**src/rtl/itmr_pkg.sv**
```systemverilog
package itmr_pkg;
	localparam int unsigned CNT_W      = 16;
	localparam int unsigned SCL_W      = 8;
	localparam logic [7:0]  OFF_COUNT  = 8'h00;
	localparam logic [7:0]  OFF_SCALE  = 8'h04;
	localparam logic [7:0]  OFF_PERIOD = 8'h08;
	localparam logic [7:0]  OFF_CTRL   = 8'h0C;
	localparam logic [7:0]  OFF_STATUS = 8'h10;
	localparam logic [7:0]  OFF_MASK   = 8'h14;
	localparam int unsigned CTRL_RUN   = 0;
	localparam int unsigned EV_ZERO    = 0;
	localparam logic [15:0] RST_COUNT  = 16'h0000;
	localparam logic [7:0]  RST_SCALE  = 8'h00;
	localparam logic [15:0] RST_PERIOD = 16'h0000;
endpackage : itmr_pkg

```
**src/rtl/itmr_prescale.sv**
```systemverilog
module itmr_prescale #(
	parameter int unsigned W = 8
) (
	// Clocking
	input  wire logic         core_clk,
	input  wire logic         rst_n,
	input  wire logic         clk_en,
	// Control
	input  wire logic         run,
	input  wire logic [W-1:0] scale,
	// Tick out
	output logic              tick
);
	logic [W-1:0] left;

	// Expires after scale+1 cycles; restart counts from the live scale value
	always_ff @(posedge core_clk)
	begin
		if (!rst_n)
			left <= '0;
		else if (clk_en)
		begin
			if (!run || left == '0)
				left <= scale;
			else
				left <= left - 1'b1;
		end
	end

	assign tick = clk_en && run && (left == '0);
endmodule : itmr_prescale

```
**src/rtl/itmr_top.sv**
```systemverilog
// The placing of the registers and the APB slave port were decided locally.
module itmr_top (
	// Clocking
	input  wire logic        core_clk,
	input  wire logic        rst_n,
	input  wire logic        clk_en,
	// APB slave
	input  wire logic        psel,
	input  wire logic        penable,
	input  wire logic        pwrite,
	input  wire logic [7:0]  paddr,
	input  wire logic [31:0] pwdata,
	input  wire logic [3:0]  pstrb,
	output logic      [31:0] prdata,
	output logic             pready,
	output logic             pslverr,
	// Interrupt
	output logic             irq
);
	logic [15:0] timer_count;
	logic [7:0]  timer_scale;
	logic [15:0] timer_period;
	logic        run;
	logic        status;
	logic        mask;
	logic        tick;
	logic        zero_ev;
	logic        wr;
	logic        hit;
	logic [31:0] next_rdata;

	assign wr = psel && penable && pwrite && clk_en;
	assign pready = 1'b1;

	always_comb
	begin
		hit = 1'b1;
		next_rdata = 32'h0000_0000;
		case (paddr)
			itmr_pkg::OFF_COUNT:  next_rdata = {16'h0000, timer_count};
			itmr_pkg::OFF_SCALE:  next_rdata = {24'h00_0000, timer_scale};
			itmr_pkg::OFF_PERIOD: next_rdata = {16'h0000, timer_period};
			itmr_pkg::OFF_CTRL:   next_rdata = {31'h0, run};
			itmr_pkg::OFF_STATUS: next_rdata = {31'h0, status};
			itmr_pkg::OFF_MASK:   next_rdata = {31'h0, mask};
			default:              hit = 1'b0;
		endcase
	end

	assign prdata = (psel && penable && !pwrite) ? next_rdata : 32'h0000_0000;
	assign pslverr = psel && penable && !hit;

	itmr_prescale #(
		.W (itmr_pkg::SCL_W)
	) u_pre (
		.core_clk (core_clk),
		.rst_n    (rst_n),
		.clk_en   (clk_en),
		.run      (run),
		.scale    (timer_scale),
		.tick     (tick)
	);

	// Zero reached on a decrement from one
	assign zero_ev = tick && (timer_count == 16'h0001);

	always_ff @(posedge core_clk)
	begin
		if (!rst_n)
		begin
			timer_scale  <= itmr_pkg::RST_SCALE;
			timer_period <= itmr_pkg::RST_PERIOD;
			run          <= 1'b0;
			mask         <= 1'b0;
		end
		else if (wr && pstrb[0])
		begin
			case (paddr)
				itmr_pkg::OFF_SCALE:  timer_scale <= pwdata[7:0];
				itmr_pkg::OFF_PERIOD: timer_period <= pwdata[15:0];
				itmr_pkg::OFF_CTRL:   run <= pwdata[itmr_pkg::CTRL_RUN];
				itmr_pkg::OFF_MASK:   mask <= pwdata[itmr_pkg::EV_ZERO];
				default:              ;
			endcase
		end
	end

	// Timer tick wins over a software write in the same cycle
	always_ff @(posedge core_clk)
	begin
		if (!rst_n)
			timer_count <= itmr_pkg::RST_COUNT;
		else if (clk_en)
		begin
			if (tick && timer_count <= 16'h0001)
				timer_count <= timer_period;
			else if (tick)
				timer_count <= timer_count - 16'h0001;
			else if (wr && paddr == itmr_pkg::OFF_COUNT)
				timer_count <= pwdata[15:0];
		end
	end

	// Sticky; set beats a write-one clear
	always_ff @(posedge core_clk)
	begin
		if (!rst_n)
			status <= 1'b0;
		else if (clk_en)
		begin
			if (zero_ev)
				status <= 1'b1;
			else if (wr && paddr == itmr_pkg::OFF_STATUS
				&& pwdata[itmr_pkg::EV_ZERO])
				status <= 1'b0;
		end
	end

	assign irq = status && mask;
endmodule : itmr_top

```
**config.mk**
```make
export PLATFORM = sky130hd
export DESIGN_NAME = itmr_top
export DESIGN_NICKNAME = d
export VERILOG_FILES = /design/src/rtl/itmr_pkg.sv /design/src/rtl/itmr_prescale.sv /design/src/rtl/itmr_top.sv
export SDC_FILE = /design/constraint.sdc
export NUM_CORES = 1
export LEC_CHECK = 0
export ABC_AREA = 1
export BUFFER_PORTS_ARGS = -buffer_cell sky130_fd_sc_hd__buf_4
export CAP_MARGIN = 10
export CORE_ASPECT_RATIO = 1.5
export CORE_MARGIN = 2
export CORE_UTILIZATION = 30
export CTS_CLUSTER_DIAMETER = 100
export DETAILED_ROUTE_END_ITERATION = 8
export PLACE_DENSITY = 0.48
export SLEW_MARGIN = 20
export SYNTH_ARGS = -nofsm -noshare
export SYNTH_HDL_FRONTEND = slang
export SYNTH_SLANG_ARGS = --single-unit
```
**constraint.sdc**
```tcl
create_clock -name core_clk -period 3.52 [get_ports core_clk]
set_input_delay 0.176 -clock core_clk [delete_from_list [all_inputs] [get_ports core_clk]]
set_output_delay 0.176 -clock core_clk [all_outputs]
set_load 0.02 [all_outputs]
```
==> flow_metrics.env, run 1 <==
export IMPL_yosysMostFrequentCell="nand2_1"
export IMPL_grt_pass1_wl_mm=17.0
export IMPL_seq_area_um2=1020
export IMPL_worst_pin_slew_ns=0.746
export IMPL_synth_cell_types=35
export IMPL_crit_family="simple AND/OR/NAND/NOR gates"
export IMPL_htreeDepth=2
export IMPL_p_leak_nw=1.93
export IMPL_worst_ep_arrival_time_ns=2.37
export IMPL_cts_tree="built"
export IMPL_worstPathRequired_ns=3.72
export IMPL_antenna_cells=0
export IMPL_syn_area_um2=3500
export IMPL_fin_nets=665
export IMPL_yosysSeqAreaShare_pct=29.2
export IMPL_num_vias=3639
export IMPL_cts_buffers=5
export IMPL_clock_latency_ns=0.29
export IMPL_synth_area_leader_cell="dfxtp_1"
export IMPL_wl_met2_mm=5.83
export IMPL_routed_top_layer="met4"
export IMPL_slowest_stage="nand2_2"
export IMPL_drt_total_wl_mm=10.9
export IMPL_grt_overflow_total=0
export IMPL_holdWs_ns=0.110
export IMPL_initial_core_util_pct=30.6
export IMPL_grt_pass1_vias=3439
export IMPL_ys_async_sr_fraction_pct=0
export IMPL_fillers=1275
export IMPL_finalHoldViolCount=0
export IMPL_hold_class="input pin to register"
export IMPL_die_y_um=136
export IMPL_drc=0
export IMPL_max_cap_viol_count=0
export IMPL_worstPathCellList="inv_1, ha_1, nand2_1, nor2_2, nand3_4, nand2_2, inv_1, nand2_1, nand3_1, nand2_1, inv_1"
export IMPL_antenna_found_initial=0
export IMPL_wl_met3_um=416
export IMPL_netlist_area_leader_share_pct=29.2
export IMPL_postCtsHoldBufs=0
export IMPL_powerDensity_nw_per_um2=294
export IMPL_ant_nets=0
export IMPL_critPathKind="register to register"
export IMPL_design_die_area_um2=12600
export IMPL_synth_cells=573
export IMPL_drt_iter0_drc=201
export IMPL_numClockSinks=51
export IMPL_dpl_cell_count=754
export IMPL_grt_max_degree=39
export IMPL_port_buffers=48
export IMPL_area_growth_pct=15.7
export IMPL_clkTransAtPathRegs_ns=0.07
export IMPL_combinationalPowerShare_pct=9.3
export IMPL_ios=85
export IMPL_drive_gt1_share_pct=13.3
export IMPL_critPathBufInv=3
export IMPL_core_area_um2=11400
export IMPL_synth_area_leaders="dfxtp_1 (29%), nand2_1 (16%), nor2_1 (7.8%)"
export IMPL_hpwl_mm=8.12
export IMPL_setup_tns_final_ns=0
export IMPL_p_sw_uw=293
export IMPL_clkPwrFrac_pct=42.1
export IMPL_root_buffer="clkbuf_16"
export IMPL_dr_pass1_iters=6
export IMPL_finalSetupViolations=0
export IMPL_synth_flop_cell="dfxtp_1"
export IMPL_yosys_register_bits=51
export IMPL_die_w_um=92.2
export IMPL_rows=48
export IMPL_p_seq_share_pct=48.6
export IMPL_vias_per_cell=4.78
export IMPL_period_needed_ns=2.17
export IMPL_synth_edf_count=0
export IMPL_gr_usage_all_layers_pct=17.5
export IMPL_post_route_period_util_pct=61.7
export IMPL_max_vdd_ir_drop_mv=0.155
export IMPL_cts_setup_buffers=0
export IMPL_clock_fmax_mhz=461
export IMPL_ctsLongestPathBuffers=2
export IMPL_swShare_pct=24.7
export IMPL_outcome="complete, no violations"
export IMPL_cp_max_fo=19
export IMPL_multi_input_area_um2=2030
export IMPL_wl_per_cell_um=14.3
export IMPL_start_kind="register"
export IMPL_relSlewSlack_pct=50.2
export IMPL_place_gp_congestion=0.859
export IMPL_ys_warnings_count=0
export IMPL_maxSlewViolCount=0
export IMPL_skew_ns=0.00516
export IMPL_crit_path_end_kind="register"
export IMPL_rsz0062_at_grt="false"
export IMPL_fin_cells=761
export IMPL_worst_path_largest_cell_delay_ns=0.37
export IMPL_cts_resized=0
export IMPL_syn_avg_cell_area_um2=6.10
export IMPL_synth_common_cells="nand2_1 (151), nor2_1 (73), inv_1 (70), o21ai_0 (52), dfxtp_1 (51)"
export IMPL_p_int_uw=896
export IMPL_wl_met1_mm=4.28
==> layer usage <==
layer | vias up | global-route usage (%)
met3 | 22 | 2.61
met1 | 1663 | 18.2
met2 | 97 | 33.9
met4 | 0 | 7.96
met5 | - | 0
li1 | 1857 | -
==> registers in the layout, summed over array words and instances, names as in the netlist <==
register / cells
timer_count: 16
timer_period: 16
timer_scale: 8
u_pre.left: 8
mask: 1
run: 1
status: 1
==> placed cells by master (no fill, tap or decap), types with 17 or more instances in the layout <==
cell,count
conb_1,17
dfxtp_1,51
nand3_1,26
inv_1,70
o21ai_0,52
nand2_1,151
buf_4,52
nor2_1,73
a21oi_1,41
==> path summary, 6_finish.rpt <==
check            startpoint          endpoint  slack (ns)  cells after the start
min reg2reg  timer_scale[3]    timer_scale[3]        0.48                      2
min              pwdata[14]  timer_period[14]        0.11                      3
max reg2reg   u_pre.left[0]   timer_count[11]        1.35                     11
max           u_pre.left[0]   timer_count[11]        1.35                     11
==> worst register-to-register path: cells and delay by family, from the launching register on <==
kind	cells	cell delay, ns
fa+ha+maj	1	0.17
flops	1	0.31
buf+inv	3	0.44
simple gates	7	1.16
==> layout make-up <==
type | count | area share (%)
Clock inverter | 1 | 0.124
Timing Repair Buffer | 52 | 9.65
Clock buffer | 6 | 3.43
Multi-Input combinational cell | 429 | 50.2
Sequential cell | 51 | 25.2
Inverter | 72 | 6.68
Tap cell | 150 | 4.64
==> metrics by stage <==
step	instance area (um^2)	total power [mW]	util [%]	setup slack (ns)
floorplan	3550	0.670	-	1.90
global placement	3900	0.700	34.2	1.32
detailed placement	3900	0.701	34.2	1.30
CTS	4050	1.21	35.5	1.30
global route	4050	1.24	35.5	1.11
finish	4050	1.19	35.5	1.35
==> power groups by stage <==
stage / combinational (mW) / sequential (mW) / clock [mW]
after global placement: 0.108 / 0.592 / 0
after floorplan: 0.0781 / 0.592 / 0
after detailed placement: 0.109 / 0.592 / 0
final: 0.110 / 0.578 / 0.501
after global routing: 0.121 / 0.578 / 0.540
after CTS: 0.109 / 0.578 / 0.518
==> cells by family after synthesis <==
logic type | after synthesis | share of synthesized area, %
xor gates and xnor gates | 13 | 3.26
other | 2 | 0.215
DFF | 51 | 29.2
buffers and inverters | 108 | 14.3
AOI/OAI and AO/OA | 117 | 18.0
and+or+nand+nor | 278 | 33.6
adders and majority gates | 4 | 1.43
Power figures use the tool's default switching activity.
==> inputs of run 2 (changes only) <==
==> constraint.sdc (replaced) <==
create_clock -name core_clk -period 2.1 [get_ports core_clk]
set_input_delay 0.105 -clock core_clk [delete_from_list [all_inputs] [get_ports core_clk]]
set_output_delay 0.105 -clock core_clk [all_outputs]
set_load 0.02 [all_outputs]
==> run 2 against run 1 <==
  * Die area did not move
  * Cell area rose by 3.5%
  * Combinational power rose by 70%
  * Non-clock buffer count rose by 19
  * Utilization rose by 1.3 points
  * Routed wire length rose by 3.5%
  * Maximum frequency rose by 18%
  * First-iteration DRC count fell by 29%
  * Via count rose by 2.0%
  * Critical path type unchanged
  * Critical endpoint is now timer_count[3]
  * Largest cell class unchanged
  * Highest routed layer unchanged
==> flow_metrics.env, run 2 (synthesis results as in run 1) <==
export IMPL_p_leak_nw=2.03
export IMPL_holdWs_ns=0.0370
export IMPL_hold_class="input pin to register"
export IMPL_grt_pass1_vias=3582
export IMPL_antenna_cells=0
export IMPL_htreeDepth=2
export IMPL_finalSetupViolations=0
export IMPL_worst_path_largest_cell_delay_ns=0.31
export IMPL_gr_usage_all_layers_pct=18.2
export IMPL_ios=85
export IMPL_clkTransAtPathRegs_ns=0.07
export IMPL_utilization_pct=36.7
export IMPL_clock_fmax_mhz=542
export IMPL_dpl_cell_count=773
export IMPL_grt_max_degree=23
export IMPL_drive_gt1_share_pct=15.9
export IMPL_layout_commonest_cell="nand2_1"
export IMPL_fin_cells=780
export IMPL_antenna_found_initial=0
export IMPL_slowest_stage="dfxtp_1"
export IMPL_max_vdd_ir_drop_mv=0.255
export IMPL_ctsLongestPathBuffers=2
export IMPL_max_cap_viol_count=0
export IMPL_placed_area_um2=4050
export IMPL_fin_nets=684
export IMPL_design_die_area_um2=12600
export IMPL_start_kind="register"
export IMPL_postLayoutCellArea_um2=4190
export IMPL_cts_resized=0
export IMPL_worstPathRequired_ns=2.30
export IMPL_initial_core_util_pct=30.6
export IMPL_drt_total_wl_mm=11.2
export IMPL_hpwl_mm=8.75
export IMPL_cts_tree="built"
export IMPL_ant_nets=0
export IMPL_skew_ns=0.00635
export IMPL_powerDensity_nw_per_um2=477
export IMPL_drt_iter0_drc=142
export IMPL_worst_ep_arrival_time_ns=2.04
export IMPL_cp_max_fo=12
export IMPL_fin_ws_ns=0.255
export IMPL_critPathBufInv=3
export IMPL_clock_latency_ns=0.30
export IMPL_worst_pin_slew_ns=0.768
export IMPL_grt_pass1_wl_mm=17.6
export IMPL_r2r_setup_slack_ns=0.25
export IMPL_layout_cells_most_common_list="nand2_1 (151), nor2_1 (73), buf_4 (71)"
export IMPL_cpMostUsedCell="nand2_1"
export IMPL_area_growth_pct=19.8
export IMPL_period_needed_ns=1.85
export IMPL_critPathKind="register to register"
export IMPL_setup_tns_final_ns=0
export IMPL_relSlewSlack_pct=48.8
export IMPL_dr_pass1_iters=4
export IMPL_rows=48
export IMPL_fillers=1304
export IMPL_die_y_um=136
export IMPL_post_route_period_util_pct=87.9
export IMPL_core_area_um2=11400
export IMPL_reg_largest_list="timer_count: 16 flops, timer_period: 16 flops"
export IMPL_place_gp_congestion=0.891
export IMPL_dp_slack_ns=0.220
export IMPL_worstPathCellList="inv_1, ha_1, nand2_1, nor2_2, nand3_4, buf_4, nand2_1, nand2_1, nand2_2, o21ai_1, o21bai_1, inv_1"
export IMPL_grt_overflow_total=0
export IMPL_cts_setup_buffers=0
export IMPL_postCtsHoldBufs=0
export IMPL_port_buffers=48
export IMPL_outcome="complete, no violations"
export IMPL_maxSlewViolCount=0
export IMPL_num_vias=3713
export IMPL_power_total_mw=2.00
export IMPL_wl_per_cell_um=14.4
export IMPL_drc=0
export IMPL_die_w_um=92.2
export IMPL_crit_family="simple AND/OR/NAND/NOR gates"
export IMPL_numClockSinks=51
export IMPL_root_buffer="clkbuf_16"
export IMPL_crit_path_end_kind="register"
export IMPL_finalHoldViolCount=0
export IMPL_rsz0062_at_grt="false"
export IMPL_cts_buffers=5
export IMPL_vias_per_cell=4.76
run 2: where the power goes:
group	total (mW)	internal, mW	switching, mW
sequential	0.970	0.969	0.000975
combinational	0.187	0.0690	0.118
clock	0.840	0.467	0.373
run 2: final timing paths:
path,depth (start not counted),startpoint,end
max reg2reg,12,u_pre.left[0],timer_count[3]
max,12,u_pre.left[0],timer_count[3]
min reg2reg,2,timer_period[0],timer_period[0]
min,3,pwdata[14],timer_period[14]
run 2: layout make-up:
class / count / area, um^2 / share of cell area (%)
clock buffers: 6 / 139 / 3.32
clock inverters: 1 / 5.00 / 0.119
flip-flops and latches: 51 / 1020 / 24.4
well taps: 150 / 188 / 4.48
repair buffers: 71 / 533 / 12.7
multi-input cells: 429 / 2030 / 48.5
inverters: 72 / 270 / 6.45
run 2: routing by layer:
| metal | wire length, um | global-route usage, % |
|---|---|---|
| met1 | 4430 | 18.9 |
| met3 | 427 | 3.10 |
| met4 | 391 | 7.71 |
| met5 | 0 | 0 |
| met2 | 5980 | 35.3 |
run 2: worst min-delay path, stage by stage:
cell	delay (ns)
buf_4	0.09
nor2_1	0.04
nor2_1	0.08
==> inputs of run 3 (changes only) <==
--- a/config.mk
+++ b/config.mk
@@ -11,7 +11,8 @@
 export CORE_ASPECT_RATIO = 1.5
 export CORE_MARGIN = 2
 export CORE_UTILIZATION = 30
-export CTS_CLUSTER_DIAMETER = 100
+export CTS_BUF_LIST = sky130_fd_sc_hd__clkbuf_8
+export CTS_CLUSTER_DIAMETER = 60
 export DETAILED_ROUTE_END_ITERATION = 8
 export PLACE_DENSITY = 0.48
 export SLEW_MARGIN = 20
==> run 3 against run 2 <==
  * Clock power down 28%
  * Flip-flop and latch count unchanged
  * Sequential power about the same
  * Routed wire length shrank 0.26%
  * Clock skew is 0.0025 ns higher
==> flow_metrics.env, run 3 (synthesis results as in run 1) <==
export IMPL_outcome="complete, no violations"
export IMPL_layout_commonest_cell="nand2_1"
export IMPL_critPathBufInv=3
export IMPL_rows=48
export IMPL_port_buffers=48
export IMPL_reg_largest_list="timer_count: 16 flops, timer_period: 16 flops"
export IMPL_max_vdd_ir_drop_mv=0.224
export IMPL_hpwl_mm=8.75
export IMPL_cts_setup_buffers=0
export IMPL_crit_family="simple AND/OR/NAND/NOR gates"
export IMPL_antenna_cells=0
export IMPL_ios=85
export IMPL_numClockSinks=51
export IMPL_antenna_found_initial=0
export IMPL_cts_tree="built"
export IMPL_finalHoldViolCount=0
export IMPL_max_cap_viol_count=0
export IMPL_worstPathCellList="inv_1, ha_1, nand2_1, nor2_2, nand3_4, nand2_2, buf_4, o21ai_0, o21bai_1, inv_1"
export IMPL_place_gp_congestion=0.891
export IMPL_dr_pass1_iters=4
export IMPL_grt_overflow_total=0
export IMPL_worstPathRequired_ns=2.37
export IMPL_clock_latency_ns=0.32
export IMPL_wl_per_cell_um=14.4
export IMPL_powerDensity_nw_per_um2=426
export IMPL_die_y_um=136
export IMPL_root_buffer="clkbuf_8"
export IMPL_drc=0
export IMPL_vias_per_cell=4.73
export IMPL_clock_fmax_mhz=546
export IMPL_ant_nets=0
export IMPL_cts_buffers=5
export IMPL_postLayoutCellArea_um2=4130
export IMPL_hold_class="input pin to register"
export IMPL_p_leak_nw=2.00
export IMPL_grt_pass1_vias=3573
export IMPL_core_area_um2=11400
export IMPL_die_w_um=92.2
export IMPL_grt_pass1_wl_mm=17.6
export IMPL_setup_tns_final_ns=0
export IMPL_cpMostUsedCell="inv_1"
export IMPL_maxSlewViolCount=0
export IMPL_worst_path_largest_cell_delay_ns=0.32
export IMPL_cts_resized=0
export IMPL_htreeDepth=2
export IMPL_drt_total_wl_mm=11.2
export IMPL_area_growth_pct=18.2
export IMPL_clkTransAtPathRegs_ns=0.10
export IMPL_worst_pin_slew_ns=0.790
export IMPL_ctsLongestPathBuffers=2
export IMPL_grt_max_degree=23
export IMPL_rsz0062_at_grt="false"
export IMPL_drt_iter0_drc=153
export IMPL_relSlewSlack_pct=47.3
export IMPL_worst_ep_arrival_time_ns=2.10
export IMPL_gr_usage_all_layers_pct=18.1
export IMPL_layout_cells_most_common_list="nand2_1 (151), nor2_1 (73), buf_4 (71)"
export IMPL_design_die_area_um2=12600
export IMPL_slowest_stage="dfxtp_1"
export IMPL_cp_max_fo=13
export IMPL_critPathKind="register to register"
export IMPL_finalSetupViolations=0
export IMPL_fin_nets=684
export IMPL_postCtsHoldBufs=0
export IMPL_period_needed_ns=1.83
export IMPL_fillers=1307
export IMPL_post_route_period_util_pct=87.3
export IMPL_crit_path_end_kind="register"
export IMPL_start_kind="register"
export IMPL_drive_gt1_share_pct=15.9
export IMPL_num_vias=3688
export IMPL_placed_area_um2=4050
export IMPL_skew_ns=0.00890
export IMPL_initial_core_util_pct=30.6
-- run 3: final timing paths --
kind	endpoint	slack [ns]	startpoint	cells past startpoint
worst max-delay path	timer_count[3]	0.27	u_pre.left[0]	10
worst min register to register	timer_period[0]	0.48	timer_period[0]	2
worst max register to register	timer_count[3]	0.27	u_pre.left[0]	10
worst min-delay path	timer_period[14]	0.02	pwdata[14]	3
-- run 3: area by class of cell --
cell class                 instances  area [um^2]  share of cell area [%]
sequential                        51         1020                    24.7
clock buffer                       6         82.6                    2.00
timing repair buffer              71          533                    12.9
inverter                          72          270                    6.54
clock inverter                     1         5.00                   0.121
multi-input combinational        429         2030                    49.2
tap                              150          188                    4.54
-- run 3: through the flow --
step | hold slack (ns) | power [mW] | setup slack [ns] | utilization (%) | std cells
after CTS | 0.00975 | 1.79 | 0.227 | 36.2 | 780
after detailed placement | 0.349 | 1.18 | 0.220 | 35.4 | 773
final | 0.0158 | 1.76 | 0.267 | 36.2 | 780
after global placement | 0.343 | 1.18 | 0.246 | 35.4 | 773
after floorplan | 0.240 | 1.12 | 0.480 | - | 588
after global routing | 0.0305 | 1.85 | 0.0405 | 36.2 | 780
-- run 3: power breakdown --
group	switching (mW)	leakage [nW]	internal, mW
clock	0.343	0.0470	0.260
sequential	0.000920	0.411	0.968
combinational	0.118	1.54	0.0690
-- run 3: worst register-to-register path, stage by stage (launching register included) --
cell	delay, ns
dfxtp_1	0.32
inv_1	0.14
ha_1	0.17
nand2_1	0.11
nor2_2	0.20
nand3_4	0.20
nand2_2	0.17
buf_4	0.21
o21ai_0	0.09
o21bai_1	0.16
inv_1	0.05
-- run 3: routing by layer --
layer / GRT usage (%) / vias to the layer above / wire length [um]
met1: 18.9 / 1687 / 4490
met2: 35.1 / 81 / 5920
met4: 7.71 / 0 / 393
li1: - / 1897 / -
met5: 0 / - / 0
met3: 2.77 / 23 / 405
